### src/fsp_defines.vh
// constants for the sector-protection command sequencer
`ifndef FSP_DEFINES_VH
`define FSP_DEFINES_VH

// clock rate and time-to-cycle rounding (least times round up)
`define FSP_CLK_MHZ 250
`define FSP_CYC_UP(ns) ((((ns) * `FSP_CLK_MHZ) + 999) / 1000)

// bus timing in ns
`define FSP_T_WP_NS 35
`define FSP_T_REC_NS 20
`define FSP_T_ACC_NS 110
`define FSP_T_UNLOCK_NS 2000
// waits after program and bulk erase, in cycles (plain defaults)
`define FSP_PROG_WAIT_CYC 50000
`define FSP_ERASE_WAIT_CYC 2000000

// user operations
`define FSP_OP_ENTER 4'h0
`define FSP_OP_EXIT 4'h1
`define FSP_OP_PW_PROG 4'h2
`define FSP_OP_PW_READ 4'h3
`define FSP_OP_PW_UNLOCK 4'h4
`define FSP_OP_PPB_PROG 4'h5
`define FSP_OP_PPB_ERASE 4'h6
`define FSP_OP_PPB_READ 4'h7
`define FSP_OP_FRZ_SET 4'h8
`define FSP_OP_FRZ_READ 4'h9
`define FSP_OP_DYB_SET 4'ha
`define FSP_OP_DYB_CLR 4'hb
`define FSP_OP_DYB_READ 4'hc
`define FSP_OP_ABORT_RST 4'hd

// command sets
`define FSP_SET_NONE 3'h0
`define FSP_SET_PW 3'h1
`define FSP_SET_PPB 3'h2
`define FSP_SET_FRZ 3'h3
`define FSP_SET_DYB 3'h4

// bus-cycle codes; the real values come from the command table
`define FSP_ADDR_UNLK1 24'h000555
`define FSP_ADDR_UNLK2 24'h0002aa
`define FSP_DATA_UNLK1 16'h00aa
`define FSP_DATA_UNLK2 16'h0055
`define FSP_CODE_ENT_PW 16'h0060
`define FSP_CODE_ENT_PPB 16'h00c0
`define FSP_CODE_ENT_FRZ 16'h0050
`define FSP_CODE_ENT_DYB 16'h00e0
`define FSP_CODE_EXIT1 16'h0090
`define FSP_CODE_EXIT2 16'h0000
`define FSP_CODE_PROG 16'h00a0
`define FSP_CODE_ERASE1 16'h0080
`define FSP_CODE_ERASE2 16'h0030
`define FSP_CODE_UNLK_A 16'h0025
`define FSP_CODE_UNLK_B 16'h0029
`define FSP_CODE_ABORT 16'h00f0
`define FSP_DYB_SET_CODE 16'h0000
`define FSP_DYB_CLR_CODE 16'h0001

`endif

### src/fsp_host.v
// host-side sequencer for the flash sector-protection command sets
// Functional notes
// - host always leaves a set by exit
// - each password piece gets its own program
// - piece address only low bits, upper zero
// - bad unlock needs buffer-abort reset command
// - host sends four pieces, then waits out the unlock time
// - dynamic codes 00h/01h on low byte
`timescale 1ns/1ps
`include "fsp_defines.vh"

module fsp_host #(
  parameter ADDR_W = 24,
  parameter SECT_W = 8,
  parameter PROG_WAIT_CYC = `FSP_PROG_WAIT_CYC,
  parameter ERASE_WAIT_CYC = `FSP_ERASE_WAIT_CYC
) (
  // clock and reset
  input wire clk,
  input wire sys_rst,
  // user command port
  input wire cmd_valid,
  output reg cmd_ready,
  input wire [3:0] cmd_op,
  input wire [2:0] cmd_set,
  input wire [SECT_W-1:0] cmd_sector,
  input wire [1:0] cmd_piece,
  input wire [15:0] cmd_wdata,
  input wire [63:0] cmd_password,
  // user answer port
  output reg rsp_valid,
  output reg rsp_err,
  output reg [15:0] rsp_data,
  output reg [2:0] active_set,
  // flash bus
  output reg [ADDR_W-1:0] flash_addr,
  input wire [15:0] flash_dq_in,
  output reg [15:0] flash_dq_out,
  output reg flash_dq_oe,
  output reg flash_ce_n,
  output reg flash_oe_n,
  output reg flash_we_n
);
  localparam [31:0] WP_CYC = `FSP_CYC_UP(`FSP_T_WP_NS);
  localparam [31:0] REC_CYC = `FSP_CYC_UP(`FSP_T_REC_NS);
  localparam [31:0] ACC_CYC = `FSP_CYC_UP(`FSP_T_ACC_NS);
  localparam [31:0] UNLOCK_CYC = `FSP_CYC_UP(`FSP_T_UNLOCK_NS);
  localparam [31:0] PROG_W = PROG_WAIT_CYC;
  localparam [31:0] ERASE_W = ERASE_WAIT_CYC;
  localparam [2:0] S_IDLE = 3'h0;
  localparam [2:0] S_STEP = 3'h1;
  localparam [2:0] S_WLOW = 3'h2;
  localparam [2:0] S_RACC = 3'h3;
  localparam [2:0] S_REC = 3'h4;
  localparam [2:0] S_WAIT = 3'h5;
  localparam [2:0] S_RESP = 3'h6;
  reg [2:0] state;
  reg [31:0] cnt;
  reg [2:0] idx;
  reg [3:0] op_q;
  reg [2:0] set_q;
  reg [SECT_W-1:0] sect_q;
  reg [1:0] piece_q;
  reg [15:0] wdata_q;
  reg [63:0] pw_q;
  // step table, decoded from the latched operation
  reg st_rd;
  reg [ADDR_W-1:0] st_addr;
  reg [15:0] st_data;
  reg [2:0] last_idx;
  reg [31:0] wait_cyc;
  reg [ADDR_W-1:0] sect_addr;
  reg [ADDR_W-1:0] piece_addr;
  reg [15:0] entry_code;
  reg legal;
  reg [1:0] ul_piece;
  always @* begin
    sect_addr = {ADDR_W{1'b0}};
    sect_addr[16 +: SECT_W] = sect_q;
    piece_addr = {{(ADDR_W-2){1'b0}}, piece_q};
    ul_piece = idx[1:0] - 2'h1;
    case (set_q)
      `FSP_SET_PW: entry_code = `FSP_CODE_ENT_PW;
      `FSP_SET_PPB: entry_code = `FSP_CODE_ENT_PPB;
      `FSP_SET_FRZ: entry_code = `FSP_CODE_ENT_FRZ;
      default: entry_code = `FSP_CODE_ENT_DYB;
    endcase
    st_rd = 1'b0;
    st_addr = {ADDR_W{1'b0}};
    st_data = 16'h0000;
    last_idx = 3'h0;
    wait_cyc = 32'h0;
    case (op_q)
      `FSP_OP_ENTER, `FSP_OP_ABORT_RST: begin
        last_idx = 3'h2;
        st_addr = (idx == 3'h1) ? `FSP_ADDR_UNLK2 : `FSP_ADDR_UNLK1;
        if (idx == 3'h0)
          st_data = `FSP_DATA_UNLK1;
        else if (idx == 3'h1)
          st_data = `FSP_DATA_UNLK2;
        else
          st_data = (op_q == `FSP_OP_ENTER) ? entry_code : `FSP_CODE_ABORT;
      end
      `FSP_OP_EXIT: begin
        last_idx = 3'h1;
        st_data = (idx == 3'h0) ? `FSP_CODE_EXIT1 : `FSP_CODE_EXIT2;
      end
      `FSP_OP_PW_PROG: begin
        last_idx = 3'h1;
        wait_cyc = PROG_W;
        st_addr = (idx == 3'h0) ? {ADDR_W{1'b0}} : piece_addr;
        st_data = (idx == 3'h0) ? `FSP_CODE_PROG : wdata_q;
      end
      `FSP_OP_PW_READ: begin
        st_rd = 1'b1;
        st_addr = piece_addr;
      end
      `FSP_OP_PW_UNLOCK: begin
        last_idx = 3'h5;
        wait_cyc = UNLOCK_CYC;
        st_addr[1:0] = (idx == 3'h0 || idx == 3'h5) ? 2'h0 : ul_piece;
        st_data = pw_q[{ul_piece, 4'h0} +: 16];
        if (idx == 3'h0)
          st_data = `FSP_CODE_UNLK_A;
        if (idx == 3'h5)
          st_data = `FSP_CODE_UNLK_B;
      end
      `FSP_OP_PPB_PROG, `FSP_OP_DYB_SET, `FSP_OP_DYB_CLR: begin
        last_idx = 3'h1;
        wait_cyc = (op_q == `FSP_OP_PPB_PROG) ? PROG_W : 32'h0;
        st_addr = (idx == 3'h0) ? {ADDR_W{1'b0}} : sect_addr;
        st_data = (idx == 3'h0) ? `FSP_CODE_PROG :
          (op_q == `FSP_OP_DYB_CLR) ? `FSP_DYB_CLR_CODE :
          `FSP_DYB_SET_CODE;
      end
      `FSP_OP_PPB_ERASE: begin
        last_idx = 3'h1;
        wait_cyc = ERASE_W;
        st_data = (idx == 3'h0) ? `FSP_CODE_ERASE1 : `FSP_CODE_ERASE2;
      end
      `FSP_OP_FRZ_SET: begin
        last_idx = 3'h1;
        st_data = (idx == 3'h0) ? `FSP_CODE_PROG : 16'h0000;
      end
      `FSP_OP_FRZ_READ: st_rd = 1'b1;
      `FSP_OP_PPB_READ, `FSP_OP_DYB_READ: begin
        st_rd = 1'b1;
        st_addr = sect_addr;
      end
      default: st_rd = 1'b0;
    endcase
  end
  // one set at a time, and each operation only inside its own set, except abort reset, which is taken anywhere
  always @* begin
    case (cmd_op)
      `FSP_OP_ENTER: legal = (active_set == `FSP_SET_NONE) &&
        (cmd_set != `FSP_SET_NONE) && (cmd_set <= `FSP_SET_DYB);
      `FSP_OP_EXIT: legal = (active_set != `FSP_SET_NONE);
      `FSP_OP_ABORT_RST: legal = 1'b1;
      `FSP_OP_PW_PROG, `FSP_OP_PW_READ, `FSP_OP_PW_UNLOCK:
        legal = (active_set == `FSP_SET_PW);
      `FSP_OP_PPB_PROG, `FSP_OP_PPB_ERASE, `FSP_OP_PPB_READ:
        legal = (active_set == `FSP_SET_PPB);
      `FSP_OP_FRZ_SET, `FSP_OP_FRZ_READ:
        legal = (active_set == `FSP_SET_FRZ);
      `FSP_OP_DYB_SET, `FSP_OP_DYB_CLR, `FSP_OP_DYB_READ:
        legal = (active_set == `FSP_SET_DYB);
      default: legal = 1'b0;
    endcase
  end
  always @(posedge clk) begin
    if (sys_rst) begin
      state <= S_IDLE;
      cnt <= 32'h0;
      idx <= 3'h0;
      op_q <= 4'h0;
      set_q <= 3'h0;
      sect_q <= {SECT_W{1'b0}};
      piece_q <= 2'h0;
      wdata_q <= 16'h0000;
      pw_q <= 64'h0;
      cmd_ready <= 1'b0;
      rsp_valid <= 1'b0;
      rsp_err <= 1'b0;
      rsp_data <= 16'h0000;
      active_set <= `FSP_SET_NONE;
      flash_addr <= {ADDR_W{1'b0}};
      flash_dq_out <= 16'h0000;
      flash_dq_oe <= 1'b0;
      flash_ce_n <= 1'b1;
      flash_oe_n <= 1'b1;
      flash_we_n <= 1'b1;
    end else begin
      case (state)
        S_IDLE: begin
          rsp_valid <= 1'b0;
          cmd_ready <= 1'b1;
          if (cmd_valid && cmd_ready) begin
            cmd_ready <= 1'b0;
            rsp_err <= ~legal;
            op_q <= cmd_op;
            set_q <= cmd_set;
            sect_q <= cmd_sector;
            piece_q <= cmd_piece;
            wdata_q <= cmd_wdata;
            pw_q <= cmd_password;
            idx <= 3'h0;
            state <= legal ? S_STEP : S_RESP;
          end
        end
        S_STEP: begin
          flash_addr <= st_addr;
          flash_ce_n <= 1'b0;
          if (st_rd) begin
            flash_oe_n <= 1'b0;
            cnt <= ACC_CYC;
            state <= S_RACC;
          end else begin
            flash_dq_out <= st_data;
            flash_dq_oe <= 1'b1;
            flash_we_n <= 1'b0;
            cnt <= WP_CYC;
            state <= S_WLOW;
          end
        end
        S_WLOW: begin
          if (cnt == 32'h1) begin
            // data is taken on this rising edge, so it stays driven
            flash_we_n <= 1'b1;
            flash_ce_n <= 1'b1;
            cnt <= REC_CYC;
            state <= S_REC;
          end else
            cnt <= cnt - 32'h1;
        end
        S_RACC: begin
          if (cnt == 32'h1) begin
            rsp_data <= flash_dq_in;
            flash_oe_n <= 1'b1;
            flash_ce_n <= 1'b1;
            cnt <= REC_CYC;
            state <= S_REC;
          end else
            cnt <= cnt - 32'h1;
        end
        S_REC: begin
          if (cnt == 32'h1) begin
            flash_dq_oe <= 1'b0;
            if (idx == last_idx) begin
              cnt <= wait_cyc;
              state <= (wait_cyc == 32'h0) ? S_RESP : S_WAIT;
            end else begin
              idx <= idx + 3'h1;
              state <= S_STEP;
            end
          end else
            cnt <= cnt - 32'h1;
        end
        S_WAIT: begin
          // busy here, so no second unlock can start inside the window
          if (cnt == 32'h1)
            state <= S_RESP;
          else
            cnt <= cnt - 32'h1;
        end
        S_RESP: begin
          rsp_valid <= 1'b1;
          state <= S_IDLE;
          if (!rsp_err && op_q == `FSP_OP_ENTER)
            active_set <= set_q;
          else if (!rsp_err && op_q == `FSP_OP_EXIT)
            active_set <= `FSP_SET_NONE;
        end
        default: state <= S_IDLE;
      endcase
    end
  end
endmodule

### config.mk
export PLATFORM = sky130hd
export DESIGN_NAME = fsp_host
export DESIGN_NICKNAME = d
export VERILOG_FILES = /design/src/fsp_host.v
export VERILOG_INCLUDE_DIRS = /design/src
export SDC_FILE = /design/constraint.sdc
export NUM_CORES = 1
export LEC_CHECK = 0
export BUFFER_PORTS_ARGS = -buffer_cell sky130_fd_sc_hd__buf_2
export CORE_UTILIZATION = 55
export CTS_CLUSTER_SIZE = 28
export DETAILED_ROUTE_END_ITERATION = 6
export PLACE_DENSITY = 0.89
export SLEW_MARGIN = 15
export SYNTH_ARGS = -nofsm -noshare
export SYNTH_HDL_FRONTEND = slang
export SYNTH_SLANG_ARGS = --single-unit
### constraint.sdc
create_clock -name clk -period 3.01 [get_ports clk]
set_input_delay 0.1505 -clock clk [delete_from_list [all_inputs] [get_ports clk]]
set_output_delay 0.1505 -clock clk [all_outputs]
set_load 0.01 [all_outputs]
==> qor.yml <==
seq_area_frac_synth: 0.419
ant_nets: 0
period_minus_ws_final_ps: 2720
grt_pass1_vias: 9645
total_power_w: 0.00962
cts.reportedPaths.clkPinSlew_ps: 70
layout.cells.most_common: "sky130_fd_sc_hd__nand2_1"
cell_with_the_biggest_individual_delay_on_the_critical_path: "sky130_fd_sc_hd__or4b_1"
report.final.slew_viol_count: 0
synth_compound_gate_area_share: 0.217
cts.repair.resized: 0
die-height_um: 130
least_margin_pin_slew_ps: 1110
synth_cell_type_count: 75
layout.cells.most_common_list: "sky130_fd_sc_hd__nand2_1, sky130_fd_sc_hd__a21oi_1, sky130_fd_sc_hd__dfxtp_1, sky130_fd_sc_hd__buf_2, sky130_fd_sc_hd__dlygate4sd3_1"
totalWireLength_um: 31000
final.fill_count: 1048
postCtsHoldBufs: 108
area.growth.synth_to_final_pct: 29.5
dr.pass1.iters: 7
hold_path_startpoint: "cmd_op[0]"
clock_path_buffers: 2
critical_path_peak_fanout: 16
grt_setup_unrepaired: "false"
cts_inserted_buffers: 17
synth-warning-count: 0
post-route-period-util: 0.902
grt_start_max_net_pins: 96
worstSetupStartpointType: "flip-flop"
drive_above_1_share: 0.202
r2r_cells: 9
ios: 182
fraction_of_registers_with_async_set_or_reset_after_synthesis: 0
post_synth_mux_area_share: 0.0410
failed_checks: "design-rule violations"
finClkSkew_ps: 22.7
first_iter_violations: 1245
ys.flop_type: "sky130_fd_sc_hd__dfxtp_1"
gr-usage-all-layers: 0.368
cts_htree_levels: 4
max_clock_freq_mhz: 368
io_buffers: 176
synth_xor_area_frac: 0.00680
synth-seq-cells: 189
core.rowCount: 46
initial_standard_cell_utilization_of_the_core: 0.566
antenna_found_initial: 0
worst_hold_path.num_cells: 3
critical-path-max-stage-delay_ps: 550
timing.setup.tns_ps: 0
summed_instance_area_of_the_synthesized_netlist_um2: 9020
cts_sinks: 189
synthCells: 1155
postCtsSetupRepairBufs: 0
edff_count_synth: 0
remaining_drc_errors: 2
cp.buffers_inverters: 2
num-nets-final: 1522
worstSetupPathType: "reg -> reg"
detail_route.vias_per_cell: 6.20
synth_top_family_by_area: "simple AND/OR/NAND/NOR gates"
worstSetupPathDepth: 9
final_instance_area_um2: 11700
post_synth.cell_area_avg_um2: 7.81
setup_viol: 0
clock_latency_ps: 460
cellPowerDensity_nw_per_um2: 824
avgRoutedWirePerCell_um: 19.0
critPathRequiredTime_ps: 3370
hold_violations: 0
max-slew-margin-rel: 0.258
ir_worst_vdd_mv: 0.549
dpl_cell_area_um2: 10000
dieWidth_um: 130
maxCapViolCount: 0
dpl.hpwl_um: 17200
die_area_um2: 16900
tritoncts: "built"
timing.critical_path.cells: "inv_1, ha_1, or4b_1, nor4_2, and3_2, buf_4, and3_2, nand2_1, a21oi_1"
globalplace.congestion: 0.944
design.core.area_um2: 15900
grt_remaining_overflow: 0
synth-adder-area-share: 0.00693
leakage_nw: 4.50
clock-root-buffer: "sky130_fd_sc_hd__clkbuf_16"
antenna_cells: 0
timing.critical_path.to_type: "flip-flop"
crit-reg2reg-launch: "cnt[1]"
synth-simple-area-share: 0.246
status: "finished with violations"
path_common_cell: "sky130_fd_sc_hd__and3_2"
grt_first_pass_wirelength_um: 48300
worst_hold_path_type: "in -> reg"
critical_path_arrival_ps: 3070
crit_family: "simple AND/OR/NAND/NOR gates"
vias: 10100
timing.critical_path.from: "cnt[1]"
## cell families after synthesis
| family | count (synthesis) |
|---|---|
| fa+ha+maj | 5 |
| flops | 189 |
| mux | 17 |
| compound gates | 340 |
| xor+xnor | 7 |
| other cells | 1 |
| buf+inv | 108 |
| simple gates | 488 |
## report_power, final
part / leakage, nW / switching, W / internal [W]
clock network: 0.291 / 0.00113 / 0.00119
logic: 2.67 / 0.00251 / 0.00157
registers: 1.53 / 0.000368 / 0.00286
total: 4.50 / 0.00401 / 0.00562
## area by class of cell
type / count / area [um^2] / share of cell area
clock buffer: 17 / 425 / 0.0364
clock inverter: 15 / 170 / 0.0146
inverter: 11 / 41.3 / 0.00353
multi-input combinational: 862 / 4710 / 0.404
sequential: 189 / 3780 / 0.324
tap: 216 / 270 / 0.0231
timing repair buffer: 320 / 2280 / 0.195
## state kept, by name, indices dropped and copies added (netlist names)
name	cells
active_set	3
cmd_ready	1
cnt	32
flash_addr	12
flash_ce_n	1
flash_dq_oe	1
flash_dq_out	16
flash_oe_n	1
flash_we_n	1
idx	3
op_q	4
piece_q	2
pw_q	64
rsp_data	16
rsp_err	1
rsp_valid	1
sect_q	8
set_q	3
state	3
wdata_q	16
## tightest hold or removal path, cell delays in order
cell	delay (ps)
sky130_fd_sc_hd__buf_2	140
sky130_fd_sc_hd__nand2_1	70
sky130_fd_sc_hd__a21oi_1	50
## synth_stat cells, types with 4 or more instances
library cell               instances  area, um^2
sky130_fd_sc_hd__nand2_1         274        1030
sky130_fd_sc_hd__a21oi_1         202        1010
sky130_fd_sc_hd__dfxtp_1         189        3780
sky130_fd_sc_hd__nor2_1           83         312
sky130_fd_sc_hd__clkbuf_1         60         225
sky130_fd_sc_hd__o21ai_0          39         195
sky130_fd_sc_hd__nor3_1           36         180
sky130_fd_sc_hd__a22oi_1          20         150
sky130_fd_sc_hd__buf_4            16         120
sky130_fd_sc_hd__mux4_2           16         360
sky130_fd_sc_hd__nor2b_1          14        87.6
sky130_fd_sc_hd__a31oi_1          12        75.1
sky130_fd_sc_hd__nand3_1          11        55.1
sky130_fd_sc_hd__buf_6            10         113
sky130_fd_sc_hd__inv_1            10        37.5
sky130_fd_sc_hd__nor4_1           10        62.6
sky130_fd_sc_hd__a211oi_1          9        67.6
sky130_fd_sc_hd__nand2b_1          9        56.3
sky130_fd_sc_hd__or3_1             9        56.3
sky130_fd_sc_hd__buf_2             7        35.0
sky130_fd_sc_hd__o21a_1            7        52.6
sky130_fd_sc_hd__o22ai_1           6        37.5
sky130_fd_sc_hd__xnor2_1           6        52.6
sky130_fd_sc_hd__a21o_1            5        37.5
sky130_fd_sc_hd__a221oi_1          5        43.8
sky130_fd_sc_hd__ha_1              5        62.6
sky130_fd_sc_hd__nand4_1           5        31.3
sky130_fd_sc_hd__nor3b_1           4        30.0
sky130_fd_sc_hd__o221ai_1          4        35.0
sky130_fd_sc_hd__o31a_1            4        35.0
sky130_fd_sc_hd__or3b_2            4        35.0
## metrics by stage
step,utilization,hold WS [ps],setup slack [ps],instances
floorplan,-,286,718,1159
global placement,0.627,393,488,1489
detailed placement,0.627,398,443,1489
CTS,0.732,10.1,379,1629
global route,0.733,18.0,154,1630
finish,0.733,25.0,294,1630
## layer usage
metal / wire length, um / vias to the layer above / GRT usage
met1: 11200 / 4626 / 0.428
met5: 0 / - / 0
li1: - / 4525 / -
met3: 3380 / 174 / 0.0943
met2: 14600 / 779 / 0.615
met4: 1800 / 0 / 0.215
## worst paths after layout
kind,endpoint,slack (ps)
min reg2reg,rsp_data[14],450
max reg2reg,rsp_data[0],290
min,op_q[0],20
max,rsp_data[0],290
Power figures use the tool's default switching activity.
